--- config.mk ---
export PLATFORM = sky130hd
export DESIGN_NAME = rtu_return_unit
export DESIGN_NICKNAME = d
export VERILOG_FILES = /design/src/shared/rtu_pkg.sv /design/src/rtl/rtu_return_unit.sv /design/src/rtl/rtu_stack.sv
export SDC_FILE = /design/constraint.sdc
export NUM_CORES = 1
export LEC_CHECK = 0
export BUFFER_PORTS_ARGS = -buffer_cell sky130_fd_sc_hd__buf_2
export CAP_MARGIN = 20
export CORE_MARGIN = 2
export CORE_UTILIZATION = 40
export CTS_CLUSTER_SIZE = 28
export DETAILED_ROUTE_END_ITERATION = 10
export PLACE_DENSITY = 0.59
export SYNTH_ARGS = -nofsm -noshare
export SYNTH_HDL_FRONTEND = slang
export SYNTH_SLANG_ARGS = --single-unit
--- constraint.sdc ---
create_clock -name i_clk_sys -period 5.9 [get_ports i_clk_sys]
set_input_delay 1.18 -clock i_clk_sys [delete_from_list [all_inputs] [get_ports i_clk_sys]]
set_output_delay 1.18 -clock i_clk_sys [all_outputs]
set_load 0.01 [all_outputs]
--- src/shared/rtu_pkg.sv ---
// rtu_pkg: constants and carrier types for the return instruction unit.
// assumes one core clock edge per instruction cycle.
package rtu_pkg;

  // program counter and return stack geometry
  localparam int unsigned PC_W       = 15;
  localparam int unsigned STK_DEPTH  = 16;
  localparam int unsigned STK_PTR_W  = 4;
  localparam int unsigned LIT_W      = 8;

  // stack pointer reset value: one below entry 0, so the first push lands in 0
  localparam logic [STK_PTR_W-1:0] STK_PTR_RST = 4'hf;
  localparam logic [STK_PTR_W-1:0] STK_PTR_ONE = 4'h1;

  // interrupt control register: global enable position
  localparam int unsigned IRQ_CTRL_W      = 8;
  localparam int unsigned GLOBAL_IRQ_BIT  = 7;
  localparam logic [IRQ_CTRL_W-1:0] GLOBAL_IRQ_MASK = 8'h80;
  localparam logic [IRQ_CTRL_W-1:0] IRQ_MASK_NONE   = 8'h00;

  // every return instruction lasts this many instruction cycles
  localparam int unsigned RET_CYCLES = 2;

  localparam logic [PC_W-1:0]  PC_RST  = 15'h0000;
  localparam logic [LIT_W-1:0] LIT_RST = 8'h00;

  typedef enum logic [1:0] {
    RTU_SUB_RETURN = 2'b00,
    RTU_IRQ_RETURN = 2'b01,
    RTU_LIT_RETURN = 2'b10,
    RTU_NO_RETURN  = 2'b11
  } rtu_kind_t;

  typedef enum logic [1:0] {
    RTU_ST_IDLE = 2'b00,
    RTU_ST_POP  = 2'b01,
    RTU_ST_LOAD = 2'b10
  } rtu_state_t;

  // request from the instruction decode stage
  typedef struct packed {
    logic              valid;
    rtu_kind_t         kind;
    logic [LIT_W-1:0]  literal;
  } rtu_req_t;

  // updates to program counter, working register and interrupt control
  typedef struct packed {
    logic                   pc_load;
    logic [PC_W-1:0]        pc;
    logic                   w_load;
    logic [LIT_W-1:0]       w;
    logic [IRQ_CTRL_W-1:0]  irq_set_mask;
  } rtu_upd_t;

  localparam rtu_upd_t UPD_RST = '{
    pc_load:      1'b0,
    pc:           PC_RST,
    w_load:       1'b0,
    w:            LIT_RST,
    irq_set_mask: IRQ_MASK_NONE
  };

endpackage : rtu_pkg
--- src/rtl/rtu_return_unit.sv ---
// rtu_return_unit: executes the three return instructions of the core.
// assumes one clock per instruction cycle and that decode holds off while busy.
//
// Overview of operation
// - interrupt return pops stack into PC, two cycles
// - interrupt return sets global irq enable bit 7
// - subroutine return pops stack into PC, two cycles
// - literal return loads 8-bit immediate into W
// - literal return pops stack into PC, two cycles
`timescale 1ns/1ps
module rtu_return_unit
  import rtu_pkg::*;
(
  input  wire logic                       i_clk_sys,
  input  wire logic                       i_srst,
  input  wire rtu_pkg::rtu_req_t          i_req,
  input  wire logic                       i_call_push,
  input  wire logic [rtu_pkg::PC_W-1:0]   i_call_addr,
  output rtu_pkg::rtu_upd_t               o_upd,
  output logic                            o_busy,
  output logic                            o_done,
  output logic [rtu_pkg::STK_PTR_W-1:0]   o_stack_ptr
);

  import rtu_pkg::*;

  rtu_state_t           state_q;
  rtu_state_t           state_d;
  rtu_kind_t            kind_q;
  rtu_kind_t            kind_d;
  logic [LIT_W-1:0]     lit_q;
  logic [LIT_W-1:0]     lit_d;
  logic [PC_W-1:0]      ret_addr_q;
  logic [PC_W-1:0]      ret_addr_d;
  rtu_upd_t             upd_q;
  rtu_upd_t             upd_d;
  logic                 busy_q;
  logic                 busy_d;
  logic                 done_q;
  logic                 done_d;
  logic [STK_PTR_W-1:0] ptr_q;

  logic [PC_W-1:0]      stack_top_entry;
  logic [STK_PTR_W-1:0] stack_ptr;
  logic                 req_is_return;
  logic                 accept;
  logic                 pop;
  logic                 push;
  logic                 in_idle;
  logic                 in_pop;
  logic                 in_load;
  logic                 kind_sets_irq;
  logic                 kind_loads_w;

  // a return opcode is any kind other than the no-return code
  function automatic logic is_return(input rtu_kind_t k);
    is_return = (k == RTU_SUB_RETURN) || (k == RTU_IRQ_RETURN) || (k == RTU_LIT_RETURN);
  endfunction

  assign in_idle       = (state_q == RTU_ST_IDLE);
  assign in_pop        = (state_q == RTU_ST_POP);
  assign in_load       = (state_q == RTU_ST_LOAD);
  assign req_is_return = i_req.valid && is_return(i_req.kind);

  // requests during either cycle of a return (POP or LOAD) are dropped, not queued
  assign accept        = in_idle && req_is_return;

  // the pop happens in the first instruction cycle
  assign pop           = in_pop;

  // calls from the core are only honoured while no return is in flight
  assign push          = i_call_push && in_idle;

  assign kind_sets_irq = (kind_q == RTU_IRQ_RETURN);
  assign kind_loads_w  = (kind_q == RTU_LIT_RETURN);

  rtu_stack u_stack (
    .i_clk_sys         (i_clk_sys),
    .i_srst            (i_srst),
    .i_push            (push),
    .i_push_addr       (i_call_addr),
    .i_pop             (pop),
    .o_stack_top_entry (stack_top_entry),
    .o_ptr             (stack_ptr)
  );

  // two instruction cycles: POP then LOAD, back to IDLE after LOAD
  always_comb
  begin
    state_d = state_q;
    case (state_q)
      RTU_ST_IDLE:
      begin
        if (accept)
        begin
          state_d = RTU_ST_POP;
        end
      end
      RTU_ST_POP:
      begin
        state_d = RTU_ST_LOAD;
      end
      RTU_ST_LOAD:
      begin
        state_d = RTU_ST_IDLE;
      end
      default:
      begin
        state_d = RTU_ST_IDLE;
      end
    endcase
  end

  // capture the instruction at acceptance so decode may move on
  assign kind_d     = accept ? i_req.kind : kind_q;
  assign lit_d      = accept ? i_req.literal : lit_q;

  // the popped address is the entry on top when the pop is issued
  assign ret_addr_d = pop ? stack_top_entry : ret_addr_q;

  assign busy_d     = (state_d != RTU_ST_IDLE);
  assign done_d     = in_load;

  // all updates land together at the end of the second cycle
  always_comb
  begin
    upd_d = UPD_RST;
    upd_d.pc = upd_q.pc;
    upd_d.w  = upd_q.w;
    if (in_load)
    begin
      upd_d.pc_load = 1'b1;
      upd_d.pc      = ret_addr_q;
      if (kind_loads_w)
      begin
        upd_d.w_load = 1'b1;
        upd_d.w      = lit_q;
      end
      if (kind_sets_irq)
      begin
        upd_d.irq_set_mask = GLOBAL_IRQ_MASK;
      end
    end
  end

  always_ff @(posedge i_clk_sys)
  begin
    if (i_srst)
    begin
      state_q <= RTU_ST_IDLE;
      kind_q  <= RTU_NO_RETURN;
      lit_q   <= LIT_RST;
    end
    else
    begin
      state_q <= state_d;
      kind_q  <= kind_d;
      lit_q   <= lit_d;
    end
  end

  always_ff @(posedge i_clk_sys)
  begin
    if (i_srst)
    begin
      ret_addr_q <= PC_RST;
      upd_q      <= UPD_RST;
    end
    else
    begin
      ret_addr_q <= ret_addr_d;
      upd_q      <= upd_d;
    end
  end

  // status outputs registered so every top output comes from a flop
  always_ff @(posedge i_clk_sys)
  begin
    if (i_srst)
    begin
      busy_q <= 1'b0;
      done_q <= 1'b0;
      ptr_q  <= STK_PTR_RST;
    end
    else
    begin
      busy_q <= busy_d;
      done_q <= done_d;
      ptr_q  <= stack_ptr;
    end
  end

  assign o_upd       = upd_q;
  assign o_busy      = busy_q;
  assign o_done      = done_q;
  // pointer view lags the stack by one clock
  assign o_stack_ptr = ptr_q;

endmodule // rtu_return_unit

--- src/rtl/rtu_stack.sv ---
// rtu_stack: circular return-address stack, one entry pushed or popped a cycle.
// assumes the caller never pushes and pops in the same cycle; pop wins if it does.
`timescale 1ns/1ps
module rtu_stack
  import rtu_pkg::*;
(
  input  wire logic                 i_clk_sys,
  input  wire logic                 i_srst,
  input  wire logic                 i_push,
  input  wire logic [PC_W-1:0]      i_push_addr,
  input  wire logic                 i_pop,
  output logic      [PC_W-1:0]      o_stack_top_entry,
  output logic      [STK_PTR_W-1:0] o_ptr
);

  logic [PC_W-1:0]      mem [STK_DEPTH];
  logic [STK_PTR_W-1:0] ptr_q;
  logic [STK_PTR_W-1:0] ptr_d;
  logic [STK_PTR_W-1:0] ptr_inc;
  logic [STK_PTR_W-1:0] ptr_dec;
  logic                 do_push;

  // overflow and underflow simply wrap, as a circular hardware stack does
  assign ptr_inc           = ptr_q + STK_PTR_ONE;
  assign ptr_dec           = ptr_q - STK_PTR_ONE;
  assign do_push           = i_push && !i_pop;
  assign ptr_d             = i_pop ? ptr_dec : (do_push ? ptr_inc : ptr_q);
  assign o_stack_top_entry = mem[ptr_q];
  assign o_ptr             = ptr_q;

  always_ff @(posedge i_clk_sys)
  begin
    if (i_srst)
    begin
      ptr_q <= STK_PTR_RST;
    end
    else
    begin
      ptr_q <= ptr_d;
    end
  end

  // entries are not cleared by reset; only the pointer is
  always_ff @(posedge i_clk_sys)
  begin
    if (do_push)
    begin
      mem[ptr_inc] <= i_push_addr;
    end
  end

endmodule // rtu_stack

; ---- Word level (Yosys, flattened, before mapping)
; Memories as Yosys holds them, arrays and structs flattened. A register that Yosys moved wholly into a read port is not among the register bits.
; Cells that the tools add are included.
[totals]
reg_bits = 55
latch_bits = 0
ramBits = 240
mem_bits_ro = 0
inputBits = 29
output_inout_bits = 39
word_cells = 44
memories = 1
[op_classes]
n_addsub = 2
mul = 0
div = 0
order_cmp = 0
n_eq_ne = 6
shift = 0
mux = 9
bitwise_logic = 1
reduce_logical = 13
[memory_table]
columns = memory, words, word_bits, read_ports, rd_ports_with_merged_regs, write_ports, line_no
row1 = u_stack.mem, 16, 15, 1, 1, 1, rtu_stack.sv:16  ; logic [PC_W-1:0] mem [STK_DEPTH];
[op_table]
columns = op, n
row1 = $mux W33, 1
row2 = $mux W9, 1
row3 = $mux W4, 2
row4 = $mux W8, 1
row5 = $eq A2 B1 Y1 const B, 3
row6 = $eq A2 B2 Y1 const B, 3
row7 = $add A4 B1 Y4 const B, 1
row8 = $logic_and A1 B1 Y1, 4
row9 = $logic_not A2 Y1, 2
row10 = $pmux W2 S2, 1
row11 = $reduce_bool A2 Y1, 2
row12 = $sub A4 B1 Y4 const B, 1
row13 = $logic_or A1 B1 Y1, 2
row14 = $mux W1, 2
row15 = $mux W2, 1
row16 = $reduce_and A2 Y1, 1
row17 = $reduce_or A2 Y1, 1
row18 = $logic_not A1 Y1, 1
row19 = $not A1 Y1, 1

; ---- Depth between registers and ports, before layout
[logic_depth]
ltp_word = 8
depth_mapped = 9
ltp_nobuf = 6

; ---- Hierarchy
; From an unflattened synthesis, not the netlist that was laid out.
[hier_totals]
hier_cells = 675
hier_area_um2 = 11674.9
[by_module_without_submodules]
columns = module, n_inst, cells_per_inst, area_each_um2, seq_area_each_um2
row1 = rtu_stack, 1, 437, 9544.2, 7367.1
row2 = rtu_return_unit, 1, 238, 2130.8, 1161.1

; ---- Worst setup path after synthesis
; No wires, ideal clock.
[synth_timing]
path_kind = input port to flip-flop
startpoint = input port i_call_push
endpoint = memory u_stack.mem[3][0], enable pin
setup_ps = 388
arrival_ps = 2286
t_required_ps = 5512
path_slack_ps = 3225
stages = 4
path_buffers = 0
path_cell_list = nand2b_1 -> nor2_1 -> nand2_1 -> nor2b_1
[synth_between]
elab_chain_cells = 4
[synth_lines]
columns = element, line_no
row1 = start: declaration, rtu_return_unit.sv:17  ; input wire logic i_call_push,
row2 = $logic_and A1 B1 Y1, rtu_return_unit.sv:72  ; assign push = i_call_push && in_idle;
row3 = $logic_and A1 B1 Y1, rtu_stack.sv:26  ; assign do_push = i_push && !i_pop;
row4 = $mux W1, rtu_stack.sv:46  ; if (do_push)
row5 = $mux W1 (implied by the code), rtu_stack.sv:48  ; mem[ptr_inc] <= i_push_addr;
row6 = end: declaration, rtu_stack.sv:16
; No other way between the ends.

; ---- Final worst setup path
[layout_timing]
startpoint = register u_stack.ptr_q[0] (netlist: u_stack.o_ptr[0])
endpoint = memory u_stack.mem[2][1], enable pin
[layout_between]
elab_chain_cells = 1
[layout_lines]
columns = element, line_no
row1 = start: declaration, rtu_stack.sv:17  ; logic [STK_PTR_W-1:0] ptr_q;
row2 = start signal: assignment, rtu_stack.sv:39  ; ptr_q <= ptr_d;
row3 = $add A4 B1 Y4, rtu_stack.sv:24  ; assign ptr_inc = ptr_q + STK_PTR_ONE;
; No other way between the ends.

==> metrics.cfg <==
[clock_tree]
cts_resized = 0
cts_root_buffer = clkbuf_16
cts_buffer_depth = 3
cts.sinks = 302
clkTransAtPathRegs_ns = 0.06
htreeDepth = 1
clk_latency_ns = 0.57
cts_buffers = 31
cts_tree = yes
cts_setup_buffers = 0
cts_hold_buf = 0

[synthesis]
ys_seq_elements = 302
synth-compound-area-share = 0.04345
synth.most_common_cell = edfxtp_1
synthXorXnorAreaFrac = 0.0007567
synth_area_leader_cell = edfxtp_1
synthCells = 689
synth_warnings = 0
synthTopCellsByCount = edfxtp_1, nand2_1, dfxtp_1, mux4_2, a21oi_1
synth_adder_area_share = 0.006486
yosys.cell_types.count = 45
muxShareOfSynthArea = 0.1287
syn_avg_cell_area_sq_um = 16.80
yosysTopAreaCellShare = 0.6226
synthSimpleGateAreaFrac = 0.06313
synth-edff-count = 240
synth_area_sq_um = 11570
yosysSeqAreaShare = 0.7299
synth_top_family_by_area = multiplexers
synth_async_sr_flop_share = 0
yosys-top-cells-area = edfxtp_1, mux4_2, dfxtp_1
synthFlopType = edfxtp_1

[pwr]
netSwitchingFraction = 0.2390
p_comb_frac = 0.105
irDropWorstVdd_mv = 0.2321
power_frac_seq = 0.496
cellPowerDensity_nw_per_um2 = 372.0
p_leak_nw = 4.669
p_int_mw = 3.755
power_frac_clock = 0.399
switchingPower_mw = 1.179

[grt]
grt_start_max_net_pins = 50
first_global_vias = 6345
grt_overflow = 0
grt_usage = 0.1641
grt_pass1_wl_um = 38050
antenna_found_initial = 0

[timing]
rsz0062_at_grt = false
setup_viol = 0
clock_skew_ns = 0.009440
totalNegativeSetupSlack_ns = 0
period_share = 0.5576
worst_pin_slew_ns = 1.062
timing.fmax_mhz = 303.9
fin_crit_ns = 3.290
hold_viol = 0
relSlewSlack = 0.2886
drv_slew = 0

[floorplanning]
core_sq_um = 28630
ios = 68
die_x_um = 174.1
start_util = 0.4044
fp-row-count = 62
die_h_um = 174.1
die_area_sq_um = 30310

[drt]
drt_iter0_markers = 527
wl_per_cell_um = 21.42
vias_per_cell = 5.308
drc = 0
drt_first_pass_iters = 5
drt.antenna.violating_nets = 0
wl_um = 25000
vias = 6194

[final_layout]
nets = 793
diodes = 0
drive_above_1_share = 0.2465
syn2layout_area_growth_pct = 14.57
fillCellCount = 2457
design_area_sq_um = 13260

[placed_design]
dp_hpwl_um = 15500
port_buffers = 60
postPlaceCellArea_sq_um = 12220
gp_congestion = 0.8134

[setup_path]
worstPathArrival_ns = 3.47
path_class = reg -> reg
critical_path_required_ns = 6.08
path_max_fanout = 48
cp-end-kind = flip-flop
worst_setup_path_start_kind = flip-flop
reg2regPathDepth = 4

[job]
maxCapViolations = 0

[min_path]
whs_path_depth = 2
hold_class = reg -> reg

[run_status]
outcome = completed

-- path summary, 6_finish.rpt --
| check | start | end | slack, ns |
|---|---|---|---|
| worst min register to register | o_upd[26]$_SDFFE_PP0P_ | o_upd[26]$_SDFFE_PP0P_ | 0.45 |
| worst max register to register | u_stack.o_ptr[0]$_SDFFE_PP1P_ | u_stack.mem[2][1]$_DFFE_PP_ | 2.61 |
| worst min-delay path | o_upd[26]$_SDFFE_PP0P_ | o_upd[26]$_SDFFE_PP0P_ | 0.45 |
| worst max-delay path | u_stack.o_ptr[0]$_SDFFE_PP1P_ | u_stack.mem[2][1]$_DFFE_PP_ | 2.61 |
-- routing by layer --
layer	part of all wire	track usage	vias to the layer above	wire length, um
met1	0.48	0.2486	3158	11980
met4	0.020	0.03782	0	501
met3	0.064	0.03084	52	1595
met5	0	0	-	0
met2	0.44	0.2472	234	10920
li1	-	-	2750	-
-- final cells by class --
class | instances | area [sq um] | area share
Inverter | 4 | 15.01 | 0.001132
Tap cell | 384 | 480.5 | 0.03623
Multi-Input combinational cell | 341 | 2841 | 0.2143
Clock inverter | 14 | 201.4 | 0.01519
Sequential cell | 302 | 8453 | 0.6374
Timing Repair Buffer | 78 | 435.4 | 0.03283
Clock buffer | 44 | 834.6 | 0.06293
-- power by group through the flow --
stage	sequential, mW	clock (mW)	combinational (mW)
global placement	2.49	0	0.512
CTS	2.45	2.01	0.519
finish	2.45	1.97	0.517
global route	2.45	2.09	0.562
detailed placement	2.49	0	0.516
floorplan	2.46	0	0.371
-- cell usage in the layout (no fill, tap or decap), drive strengths merged, types with 2 or more instances in the layout --
cell type,Yosys,routed
nand2,95,95
edfxtp,240,240
conb,1,7
a211o,14,14
clkinv,0,7
nand2b,7,7
ha,6,6
nor3,5,5
buf,32,78
clkinvlp,0,2
mux4,58,58
a2111oi,2,2
clkbuf,16,44
bufinv,0,4
mux2i,18,18
nor2b,8,8
o21bai,2,2
o21ai,6,6
or2,6,6
inv,4,5
a21oi,52,52
nor2,38,38
or3b,2,2
dfxtp,62,62
-- cells by family after synthesis --
logic type               after synthesis
flip-flops                           302
AND/OR/NAND/NOR                      168
AO/OA/AOI/OAI                         83
multiplexers                          76
buffers and inverters                 52
adder cells (fa/ha/maj)                6
other                                  1
XOR/XNOR                               1
-- through the flow --
| stage | utilization | cells | total power, mW | hold WS [ns] | setup slack [ns] |
|---|---|---|---|---|---|
| 2_1_floorplan | - | 695 | 2.827 | 0.4249 | 3.225 |
| 3_3_place_gp | 0.4268 | 1108 | 2.999 | 0.4349 | 2.597 |
| 3_5_place_dp | 0.4268 | 1108 | 3.008 | 0.4424 | 2.531 |
| 4_1_cts | 0.4630 | 1166 | 4.974 | 0.4517 | 2.512 |
| 5_1_grt | 0.4633 | 1167 | 5.103 | 0.4689 | 2.256 |
| 6_report | 0.4633 | 1167 | 4.934 | 0.4489 | 2.610 |
-- critical path, stage by stage, from the launching register on --
cell and delay (ns):
dfxtp_4 0.62, buf_4 0.81, nand4_1 0.24, o2bb2ai_1 0.29
nor2b_2 0.90
-- flip-flops by register name (all words and copies together) (netlist names) --
register,flops
state_q,2
o_busy,1
ret_addr_q,15
u_stack.mem,240
u_stack.o_ptr,4
lit_q,8
kind_q,2
o_upd,26
o_stack_ptr,4
Power figures use the tool's default switching activity.
